### src/design/rsco_pkg.sv
// Constants shared by the rheostat serial control ends.
// Assumes both ends are built from this package and one system clock.
package rsco_pkg;
   localparam int FRAME_BITS = 16;
   localparam int DATA_W = 10;
   localparam int CMD_LSB = 10;
   localparam int CMD_W = 4;
   localparam int ADDR_W = 6;
   localparam int CTRL_W = 3;
   localparam int CNT_W = 6;
   // Control bit positions
   localparam int CB_PROG = 0;
   localparam int CB_UNLOCK = 1;
   localparam int CB_CALDIS = 2;
   // Command codes
   localparam logic [3:0] CMD_NOP = 4'h0;
   localparam logic [3:0] CMD_WR_WIPER = 4'h1;
   localparam logic [3:0] CMD_RD_WIPER = 4'h2;
   localparam logic [3:0] CMD_STORE = 4'h3;
   localparam logic [3:0] CMD_SW_RESET = 4'h4;
   localparam logic [3:0] CMD_RD_OTP = 4'h5;
   localparam logic [3:0] CMD_RD_LAST = 4'h6;
   localparam logic [3:0] CMD_WR_CTRL = 4'h7;
   localparam logic [3:0] CMD_RD_CTRL = 4'h8;
   localparam logic [15:0] FLOAT_WORD = 16'h8001;
   localparam logic [2:0] CTRL_RESET = 3'h0;
   localparam logic [5:0] OTP_FIRST_ADDR = 6'h01;
   // Host register map, byte addresses
   localparam logic [3:0] HR_TX = 4'h0;
   localparam logic [3:0] HR_RX = 4'h4;
   localparam logic [3:0] HR_STATUS = 4'h8;
   localparam logic [3:0] HR_HALFDIV = 4'hC;
   // Serial clock timing for the host
   localparam int CLK_NS = 20;
   localparam int SCLK_PERIOD_NS = 160;
   localparam int HALF_CYC = SCLK_PERIOD_NS / (2 * CLK_NS);
   localparam int MIN_HALF_CYC = 4;
   localparam int HALF_W = 8;
   typedef enum logic [1:0] {PRE_MID, PRE_LOAD, PRE_RUN} rsco_preset_e;
   typedef enum logic [2:0] {HS_IDLE, HS_LEAD, HS_HIGH, HS_LOW, HS_TAIL} rsco_hstate_e;
endpackage

### src/design/rsco_if.sv
// Serial link between host controller and rheostat device.
// The serial output is open drain; the pull-up is resolved here.
`timescale 1ns/1ns
`default_nettype none
interface rsco_if;
   logic syncN;
   logic sclk;
   logic din;
   logic sdoOut;
   logic sdoOeN;
   wire logic sdoLine;
   // Pulled high unless the device pulls low
   assign sdoLine = sdoOeN ? 1'b1 : sdoOut;
   modport dev (input syncN, input sclk, input din, output sdoOut, output sdoOeN);
   modport host (output syncN, output sclk, output din, input sdoLine);
endinterface
`default_nettype wire

### src/design/rsco_device.sv
// Rheostat device end: serial shift register, command decode,
// control flags, wiper register and one-time-programmable store.
// Assumes link pins are asynchronous to ref_clk and slow beside it.
//
// The implementer's own choices: the Wishbone interface to the registers and the address map.
`timescale 1ns/1ns
`default_nettype none
// Notes on behaviour
// - Fuse store only with program enable set
// - Wiper writes only when unlocked, else frozen
// - Locked and never programmed gives midscale
// - Calibration on unless disable bit set
// - Success flag reflects last store result
// - OTP read uses six-bit address one-based
// - Read commands return wiper, stored value, store count or control
// - Serial output changes on clock rising edge
// - Float word then no-op floats output
// - Daisy chain passes first bits downstream
// - Host keeps select low whole chain
// - Command executes at select rising edge
// - Host may slow clock for chains
// - Wiper value selects one tap position
// - Power-on loads midscale then stored value
// - Four-bit command above ten data bits
// - Read result appears in next frame
// - Software reset reloads stored or midscale
// - Host unlocks control before write or store
module rsco_device import rsco_pkg::*; #(
   parameter int WIPER_W = 10,
   parameter int OTP_DEPTH = 50
) (
   input wire logic ref_clk,
   input wire logic rst,
   rsco_if.dev link,
   input wire logic keepOtp,
   output logic [WIPER_W-1:0] tapSel,
   output logic calEnable,
   output logic otpProgramEnable
);
   if (!(WIPER_W == 10 || WIPER_W == 8) || OTP_DEPTH < 1 || OTP_DEPTH > 63) begin : g_chk
      $error("rsco_device: unsupported WIPER_W or OTP_DEPTH");
   end

   localparam logic [WIPER_W-1:0] MIDSCALE = WIPER_W'(1) << (WIPER_W - 1);
   localparam logic [CNT_W-1:0] OTP_LAST = CNT_W'(OTP_DEPTH);

   logic [2:0] pinS1, pinS2, pinS3;
   logic [15:0] sr, next_sr;
   logic [15:0] outWord, next_outWord;
   logic sdoBit, next_sdoBit;
   logic sdoOeN, next_sdoOeN;
   logic hiZ, next_hiZ;
   logic prevFloat, next_prevFloat;
   logic [CNT_W-1:0] bitCnt, next_bitCnt;
   logic [CTRL_W-1:0] ctrl, next_ctrl;
   logic fuseOk, next_fuseOk;
   logic [WIPER_W-1:0] wiperReg, next_wiperReg;
   logic [CNT_W-1:0] progCount, next_progCount;
   rsco_preset_e preset, next_preset;
   logic [WIPER_W-1:0] otpMem [OTP_DEPTH];
   logic otpWrite;

   logic sclkRise, sclkFall, frameStart, frameEnd;
   logic [CMD_W-1:0] cmd;
   logic [DATA_W-1:0] data;
   logic [ADDR_W-1:0] rdAddr;
   logic [WIPER_W-1:0] storedValue, effWiper, dataWiper, otpRead;

   assign sclkRise = pinS2[1] & ~pinS3[1];
   assign sclkFall = ~pinS2[1] & pinS3[1];
   assign frameStart = ~pinS2[2] & pinS3[2];
   assign frameEnd = pinS2[2] & ~pinS3[2];
   assign cmd = sr[CMD_LSB +: CMD_W];
   assign data = sr[DATA_W-1:0];
   assign rdAddr = data[ADDR_W-1:0];
   // Narrow variant drops the two low data bits
   assign dataWiper = WIPER_W'(data >> (DATA_W - WIPER_W));

   always_comb begin
      if (progCount == '0) begin
         storedValue = MIDSCALE;
      end else begin
         storedValue = otpMem[progCount - CNT_W'(1)];
      end
   end

   // Locked wiper follows the store, midscale when blank
   assign effWiper = ctrl[CB_UNLOCK] ? wiperReg : storedValue;

   always_comb begin
      // Unprogrammed and reserved locations read as zero
      if (rdAddr >= OTP_FIRST_ADDR && rdAddr <= progCount) begin
         otpRead = otpMem[rdAddr - ADDR_W'(1)];
      end else begin
         otpRead = '0;
      end
   end

   function automatic logic [15:0] align(input logic [WIPER_W-1:0] w);
      align = 16'(DATA_W'(w) << (DATA_W - WIPER_W));
   endfunction

   always_comb begin
      next_sr = sr;
      next_outWord = outWord;
      next_sdoBit = sdoBit;
      next_sdoOeN = sdoOeN;
      next_hiZ = hiZ;
      next_prevFloat = prevFloat;
      next_bitCnt = bitCnt;
      next_ctrl = ctrl;
      next_fuseOk = fuseOk;
      next_wiperReg = wiperReg;
      next_progCount = progCount;
      next_preset = preset;
      otpWrite = 1'b0;
      case (preset)
         PRE_MID: begin
            next_wiperReg = MIDSCALE;
            next_preset = PRE_LOAD;
         end
         PRE_LOAD: begin
            next_wiperReg = storedValue;
            next_preset = PRE_RUN;
         end
         PRE_RUN: begin
            if (frameStart) begin
               next_sr = outWord;
               next_bitCnt = '0;
            end else if (pinS2[2] == 1'b0) begin
               if (sclkRise) begin
                  next_sdoBit = sr[15];
                  next_sdoOeN = hiZ | sr[15];
               end
               if (sclkFall) begin
                  next_sr = {sr[14:0], pinS2[0]};
                  if (bitCnt != '1) begin
                     next_bitCnt = bitCnt + CNT_W'(1);
                  end
               end
            end
            // Short frames are dropped whole
            if (frameEnd && bitCnt >= CNT_W'(FRAME_BITS)) begin
               next_outWord = sr;
               next_prevFloat = (sr == FLOAT_WORD);
               if (sr[15:14] == 2'b00) begin
                  case (cmd)
                     CMD_NOP: begin
                        if (prevFloat) begin
                           next_hiZ = 1'b1;
                        end
                     end
                     CMD_WR_WIPER: begin
                        if (ctrl[CB_UNLOCK]) begin
                           next_wiperReg = dataWiper;
                        end
                     end
                     CMD_RD_WIPER: next_outWord = align(effWiper);
                     CMD_STORE: begin
                        if (ctrl[CB_PROG] && progCount < OTP_LAST) begin
                           otpWrite = 1'b1;
                           next_progCount = progCount + CNT_W'(1);
                           next_fuseOk = 1'b1;
                        end else begin
                           next_fuseOk = 1'b0;
                        end
                     end
                     CMD_SW_RESET: next_wiperReg = storedValue;
                     CMD_RD_OTP: next_outWord = align(otpRead);
                     CMD_RD_LAST: next_outWord = 16'(progCount);
                     CMD_WR_CTRL: next_ctrl = data[CTRL_W-1:0];
                     CMD_RD_CTRL: next_outWord = 16'({fuseOk, ctrl});
                     default: next_outWord = sr;
                  endcase
                  if (cmd != CMD_NOP) begin
                     next_hiZ = 1'b0;
                  end
               end else if (sr != FLOAT_WORD) begin
                  next_hiZ = 1'b0;
               end
            end
            if (next_hiZ) begin
               next_sdoOeN = 1'b1;
            end
         end
         default: next_preset = PRE_MID;
      endcase
   end

   always_ff @(posedge ref_clk) begin
      pinS1 <= {link.syncN, link.sclk, link.din};
      pinS2 <= pinS1;
      pinS3 <= pinS2;
      // A reset landing on a frame end must not burn a location
      if (otpWrite && !rst) begin
         otpMem[progCount] <= effWiper;
      end
      if (rst) begin
         sr <= '0;
         outWord <= '0;
         sdoBit <= 1'b1;
         sdoOeN <= 1'b1;
         hiZ <= 1'b0;
         prevFloat <= 1'b0;
         bitCnt <= '0;
         ctrl <= CTRL_RESET;
         fuseOk <= 1'b0;
         wiperReg <= MIDSCALE;
         preset <= PRE_MID;
         if (!keepOtp) begin
            progCount <= '0;
         end
      end else begin
         sr <= next_sr;
         outWord <= next_outWord;
         sdoBit <= next_sdoBit;
         sdoOeN <= next_sdoOeN;
         hiZ <= next_hiZ;
         prevFloat <= next_prevFloat;
         bitCnt <= next_bitCnt;
         ctrl <= next_ctrl;
         fuseOk <= next_fuseOk;
         wiperReg <= next_wiperReg;
         progCount <= next_progCount;
         preset <= next_preset;
      end
   end

   assign link.sdoOut = sdoBit;
   assign link.sdoOeN = sdoOeN;
   assign tapSel = effWiper;
   assign calEnable = ~ctrl[CB_CALDIS];
   assign otpProgramEnable = ctrl[CB_PROG];
endmodule
`default_nettype wire

### src/flat_wrapper.sv
// flat-port wrapper written by rule: the top's interface ports become plain ports
module rsco_device_flat import rsco_pkg::*;
#(
   parameter int WIPER_W = 10,
   parameter int OTP_DEPTH = 50
)
  (ref_clk, rst, keepOtp, tapSel, calEnable, otpProgramEnable, link_syncN, link_sclk, link_din, link_sdoOut, link_sdoOeN);
  rsco_if link_i ();
  input wire logic ref_clk;
  input wire logic rst;
  input wire logic keepOtp;
  output logic [WIPER_W-1:0] tapSel;
  output logic calEnable;
  output logic otpProgramEnable;
  input wire logic [$bits(link_i.syncN)-1:0] link_syncN;
  input wire logic [$bits(link_i.sclk)-1:0] link_sclk;
  input wire logic [$bits(link_i.din)-1:0] link_din;
  output wire logic [$bits(link_i.sdoOut)-1:0] link_sdoOut;
  output wire logic [$bits(link_i.sdoOeN)-1:0] link_sdoOeN;
  assign link_i.syncN = link_syncN;
  assign link_i.sclk = link_sclk;
  assign link_i.din = link_din;
  assign link_sdoOut = link_i.sdoOut;
  assign link_sdoOeN = link_i.sdoOeN;
  rsco_device #(.WIPER_W(WIPER_W), .OTP_DEPTH(OTP_DEPTH)) u_core (.ref_clk(ref_clk), .rst(rst), .link(link_i), .keepOtp(keepOtp), .tapSel(tapSel), .calEnable(calEnable), .otpProgramEnable(otpProgramEnable));
endmodule
### config.mk
export PLATFORM = sky130hd
export DESIGN_NAME = rsco_device_flat
export DESIGN_NICKNAME = d
export VERILOG_FILES = /design/src/design/rsco_pkg.sv /design/src/design/rsco_if.sv /design/src/design/rsco_device.sv /design/src/flat_wrapper.sv
export SDC_FILE = /design/constraint.sdc
export NUM_CORES = 1
export LEC_CHECK = 0
export BUFFER_PORTS_ARGS = -buffer_cell sky130_fd_sc_hd__buf_2
export CORE_UTILIZATION = 58
export CTS_CLUSTER_DIAMETER = 150
export DETAILED_ROUTE_END_ITERATION = 8
export PLACE_DENSITY_LB_ADDON = 0.15
export SLEW_MARGIN = 20
export SYNTH_ARGS = -nofsm -noshare
export SYNTH_HDL_FRONTEND = slang
export SYNTH_SLANG_ARGS = --single-unit
export TNS_END_PERCENT = 100
### constraint.sdc
create_clock -name ref_clk -period 4.7 [get_ports ref_clk]
set_input_delay 0.94 -clock ref_clk [delete_from_list [all_inputs] [get_ports ref_clk]]
set_output_delay 0.94 -clock ref_clk [all_outputs]
set_load 0.02 [all_outputs]
# Word level (Yosys, flattened, before mapping)
# Memory sizes are Yosys's and may differ from the RTL's.
# Index checks and enable logic that the tools add are counted.
# totals
romBits	0
elab_cells	127
latchBits	0
ram_bits	500
ff_bits	73
memories	1
out_inout_bits	14
# classes
multipliers	0
n_eq_ne	21
n_lt_le_gt_ge	4
div	0
bitwise	11
n_shift	0
n_mux	43
addsub	4
n_reduce_logical	28
# memory_table
memory	depth	word_bits	rd	rd_clocked_by_memory_dff	wr	line	text
u_core.otpMem	50	10	2	0	1	rsco_device.sv:60	logic [WIPER_W-1:0] otpMem [OTP_DEPTH];
# op_table
op	count
6-bit two-way mux	11
16-bit two-way mux	4
16-bit one-hot mux with 4 select lines	1
10-bit two-way mux	6
10-bit one-hot mux with 3 select lines	1
10-bit one-hot mux with 2 select lines	1
4-bit AND reduction	5
1-bit two-way mux	18
16-bit equality test, second input constant	1
4-bit by 3-bit equality test with 1-bit output, second input constant	4
16-bit != test, second input constant	1
2-bit nonzero test	8
6-bit by 1-bit adder with 6-bit output, second input constant	2
6-bit by 1-bit subtractor with 6-bit output, second input constant	2
4-bit by 2-bit equality test with 1-bit output, second input constant	2
2-bit != test, second input constant	4
6-bit by 1-bit >= comparator with 1-bit output, second input constant	1
6-bit by 5-bit >= comparator with 1-bit output, second input constant	1
6-bit <= comparator	1
6-bit zero test	1
6-bit less-than comparator, second input constant	1
6-bit != test, second input constant	1
1-bit inverter	6
2-bit one-hot mux with 3 select lines	1
19 further kinds	27

# Longest topological paths before layout
# depth
depth_word	10
ltp_mapped	17

# Worst setup path after synthesis
# OpenSTA, ideal clock, no wires.
# synth_path
kind	flip-flop to output port
startpoint	reg u_core.progCount[0]
endpoint	out tapSel[8]
arrival_ps	4048
stages_incl_launch_ff	16
required_ps	3760
path_slack_ps	-288
n_path_buf	7
cell_sequence	edfxtp_1 buf_4 buf_6 buf_4 buf_4 buf_4 inv_1 ha_1 buf_2 clkbuf_1 mux4_2 nand2_1 o22ai_1 o32ai_1 nor3_1 a32o_1
# synth_via
elab_chain_cells	4
elab_cells_between_ends	5
classes_between	1 x add/sub; 2 x mux; 1 x reduce/logical; 1 x memory
# synth_rtl
item	line	text
start, declared	rsco_device.sv:58	logic [CNT_W-1:0] progCount, next_progCount;
start signal, assigned	rsco_device.sv:224	progCount <= next_progCount;
6-bit by 1-bit subtractor with 6-bit output	rsco_device.sv:83	storedValue = otpMem[progCount - CNT_W'(1)];
memory read 50 x 10 bit	n/a	
10-bit two-way mux (*)	rsco_device.sv:80	if (progCount == '0) begin
10-bit two-way mux (*)	rsco_device.sv:88	assign effWiper = ctrl[CB_UNLOCK] ? wiperReg : storedValue;
end, declared	flat_wrapper.sv:12	output logic [WIPER_W-1:0] tapSel;
# Mark *: on every way between the ends. The rest lies on a longest branch, timed or not.

# Worst setup path after layout
# layout_path
startpoint	reg u_core.progCount[0]
endpoint	out tapSel[5]
# The elaborated chain is that of the path after synthesis.

==> metrics.md <==
| Metric | Value |
|---|---|
| Number of flops mapped to enable cells by yosys | `506` |
| CP Data Required Time | `3760 ps` |
| PwrDens | `380 nW/µm²` |
| Crit path kind | `register to output port` |
| Total CTS buffers | `58` |
| Routed wire per std cell | `33.1 µm` |
| Simple-gate share of the synthesized area | `6.53%` |
| Clk_skew | `31.4 ps` |
| Fin crit share | `98.9%` |
| Die Y | `220 µm` |
| Critical Path AT | `3710 ps` |
| Largest stage delay, worst path | `460 ps` |
| Syn Std Cell Area | `27,600 µm²` |
| VDD IR max | `312 µV` |
| Pins Over Slew Limit | `0` |
| Ys flop type | `edfxtp_1` |
| Flop-to-flop setup slack | `690 ps` |
| Max-slew headroom | `28.8%` |
| Mapped Nets | `1,741` |
| CP max-delay cell | `nor4_1` |
| Met2 Track Usage GR | `51.9%` |
| Netlist cell types | `75` |
| Post-route DRC violation count | `3` |
| Die extent in x | `220 µm` |
| Mux contribution to synthesized area | `24.2%` |
| Post-Synthesis Cells | `1,718` |
| Tightest Pin Transition | `1060 ps` |
| Largest net degree at the start of global routing | `84` |
| Post-route ant nets | `0` |
| Worst-Skew Late Latency | `650 ps` |
| H-tree depth | `2` |
| Rows | `79` |
| CTS sink count | `572` |
| Failing checks | `DRC` |
| Dpl cell area | `29,000 µm²` |
| DRT Wirelength | `81,200 µm` |
| DP HPWL | `51,800 µm` |
| Max Fclk | `215 MHz` |
| Final cell count without fillers | `2,457` |
| Drt pass-1 iters | `9` |
| GR peak layer | `met2` |
| Clock transition at the registers of the reported paths | `60 ps` |
| Initial antenna violation count | `1` |
| Max_cap viols | `0` |
| Met3 Usage GRT | `7.13%` |
| Initial Util | `59.1%` |
| Sequential fraction of the synthesis area | `59.8%` |
| TritonCTS clock tree | `yes` |
| Worst-path maximum fanout | `20` |
| Yosys Warn Count | `0` |
| Post-route cell area | `31,300 µm²` |
| Seq cells post-synth | `572` |
| Vias in the first global route | `16,900` |
| Routed vias/inst | `7.16` |
| Nets | `1,825` |
| Share of cells above drive strength 1 | `31.0%` |
| DR vias | `17,600` |
| Diodes inserted | `0` |
| Final min period | `4650 ps` |
| Main combinational cell family by area after synthesis | `multiplexers` |
| Post-synth ARST share | `0%` |
| CTS Root Cell | `clkbuf_16` |
| GR Layer Usage met1 | `48.7%` |
| # hold bufs at CTS | `0` |
| P&R area growth vs syn | `13.1%` |
| Synthesized area per cell | `16.1 µm²` |
| Placed Instances | `2,334` |
| Initial DRC count | `2,433` |
| Pleak | `10.2 nW` |
| Clock buffer depth | `3` |
| Core Area | `46,800 µm²` |
| Most used cell, CP | `buf_4` |
| Boundary Pins | `20` |
| First-pass GRT wire length | `116,000 µm` |
| Overall die area | `48,500 µm²` |
| Remaining Overflow, GRT | `0` |
| RD Place Congestion | `1.13` |
| Crit-path cells | `buf_4 > buf_4 > o31a_1 > or2_4 > buf_12 > a21oi_1 > a2111oi_0 > nor4_1 > a22o_2 > buf_2` |
| Status | `finished with violations` |
| XOR/XNOR Fraction of Synth Area | `0.561%` |
| Type of element capturing the critical path | `output port` |
| Core Util, Final | `66.9%` |
| Hold Violations, Final | `0` |
| Synth Area in Compound Gates | `5.81%` |
| # setup viols final | `0` |
| Worst Setup Start Kind | `register` |
| Synth Area in Adders | `0.770%` |
| Total Routing Usage GR | `34.2%` |
| Hold Path Class | `register to register` |
| I/O Buffers | `19` |
-- kinds of logic (layout without fill, tap and decap cells) --
family                   after synthesis  in the layout
AO/OA/AOI/OAI                        230            230
XOR/XNOR                              16             16
adder cells (fa/ha/maj)               17             17
buffers and inverters                144            276
flip-flops                           572            572
multiplexers                         352            352
AND/OR/NAND/NOR                      387            387
-- per-stage QoR --
| step | hold slack (ps) | setup TNS, ps | worst slack, ps | total power (W) |
|---|---|---|---|---|
| detailed placement | 320 | -61.5 | -61.5 | 0.00726 |
| finish | 329 | 0 | 49.5 | 0.0119 |
| floorplan | 310 | 0 | 3.28 | 0.00670 |
| global route | 346 | -6.33 | -6.33 | 0.0122 |
| CTS | 334 | 0 | 13.6 | 0.0119 |
| global placement | 312 | -90.6 | -90.6 | 0.00724 |
-- routing by layer --
metal | vias up | part of all wire (%)
li1 | 7205 | -
met1 | 9112 | 39
met2 | 1077 | 46
met3 | 195 | 11
met4 | 2 | 4.3
met5 | - | 0.016
-- cell type report --
| class | instances | area (µm²) |
|---|---|---|
| clock buffers | 77 | 1630 |
| clock inverters | 31 | 293 |
| fillers | 3238 | 15500 |
| inverters | 22 | 86.3 |
| multi-input cells | 1002 | 10700 |
| flip-flops and latches | 572 | 16500 |
| well taps | 607 | 759 |
| repair buffers | 146 | 1310 |
-- sequential cells by signal (all words and copies together) (netlist names) --
register	flops
u_core.wiperReg	10
u_core.outWord	16
u_core.pinS3	2
u_core.bitCnt	6
u_core.progCount	6
u_core.link.sdoOut	1
u_core.ctrl	3
u_core.fuseOk	1
u_core.sr	16
u_core.pinS1	3
u_core.hiZ	1
u_core.otpMem	500
u_core.pinS2	3
u_core.preset	2
u_core.prevFloat	1
u_core.link.sdoOeN	1
-- placed cells by master, fill, tap and decap left out, types with 6 or more instances in the layout --
cell type,n
nor2_1,118
buf_4,108
mux4_2,244
a22o_2,7
nand3_1,35
nand2_1,123
nor2b_1,15
nor4_1,7
nor3_1,20
xnor2_1,6
o211ai_1,32
inv_1,18
clkinv_2,13
clkbuf_8,6
buf_12,11
clkinv_1,7
and3_1,11
o21ai_0,19
a21oi_1,53
buf_2,19
mux2i_1,69
clkbuf_16,62
ha_1,15
nand2b_1,12
a22oi_1,9
mux2_2,35
dfxtp_1,65
o22ai_1,10
a211oi_1,35
a221oi_1,8
clkbuf_1,11
edfxtp_1,506
-- report_power, final --
group          internal (W)  total (W)  switching [W]
Combinational      0.000520    0.00149       0.000966
Sequential          0.00570    0.00574      0.0000390
Clock               0.00266    0.00466        0.00200
Total               0.00888     0.0119        0.00300
-- synthesized netlist by cell type (3+ instances only) --
| library cell | instances | share of area, % |
|---|---|---|
| edfxtp_1 | 506 | 55 |
| mux4_2 | 244 | 20 |
| nand2_1 | 124 | 1.7 |
| nor2_1 | 121 | 1.6 |
| mux2i_1 | 69 | 2.5 |
| dfxtp_1 | 66 | 4.8 |
| a21oi_1 | 55 | 1.0 |
| clkbuf_1 | 53 | 0.72 |
| buf_2 | 41 | 0.74 |
| a211oi_1 | 35 | 0.95 |
| mux2_2 | 35 | 1.4 |
| nand3_1 | 35 | 0.63 |
| o211ai_1 | 32 | 0.87 |
| nor3_1 | 24 | 0.43 |
| inv_1 | 20 | 0.27 |
| o21ai_0 | 20 | 0.36 |
| ha_1 | 17 | 0.77 |
| nor2b_1 | 16 | 0.36 |
| buf_1 | 14 | 0.19 |
| nand2b_1 | 13 | 0.29 |
| o22ai_1 | 12 | 0.27 |
| and3_1 | 11 | 0.25 |
| a22oi_1 | 9 | 0.24 |
| buf_4 | 9 | 0.24 |
| a221oi_1 | 8 | 0.25 |
| a22o_1 | 8 | 0.25 |
| nor4_1 | 8 | 0.18 |
| o2111ai_1 | 7 | 0.22 |
| xnor2_1 | 7 | 0.22 |
| xor2_1 | 7 | 0.22 |
| a2111oi_0 | 6 | 0.19 |
| a311oi_1 | 5 | 0.16 |
| buf_6 | 4 | 0.16 |
| mux4_1 | 4 | 0.38 |
| nand3b_1 | 4 | 0.11 |
| nand4_1 | 4 | 0.091 |
| nor3b_1 | 4 | 0.11 |
| or3_1 | 4 | 0.091 |
| a31oi_1 | 3 | 0.068 |
| o21a_1 | 3 | 0.081 |
| o31ai_1 | 3 | 0.081 |
| or4_1 | 3 | 0.081 |
-- critical path: cells and delay by family (launching register included) --
kind	cells	cell delay (ps)
and+or+nand+nor	2	790
DFF	1	410
AOI/OAI and AO/OA	4	1160
buffers and inverters	4	710
-- worst paths after layout --
check,from,to,depth (start not counted)
min,u_core.pinS1[1],u_core.pinS2[1],0
max,u_core.progCount[0],tapSel[5],10
min reg2reg,u_core.pinS1[1],u_core.pinS2[1],0
max reg2reg,u_core.sr[0],u_core.outWord[8],8
-- timing repair --
item | 4_1_cts | 5_1_grt
setup endpoints to repair | 10 | 9
hold endpoints to repair | 0 | 0
pin swaps | 3 | 3
resized for setup | 14 | 19
setup buffers | 10 | 2
cloned | 1 | 2
(Power assumes the default switching activity.)
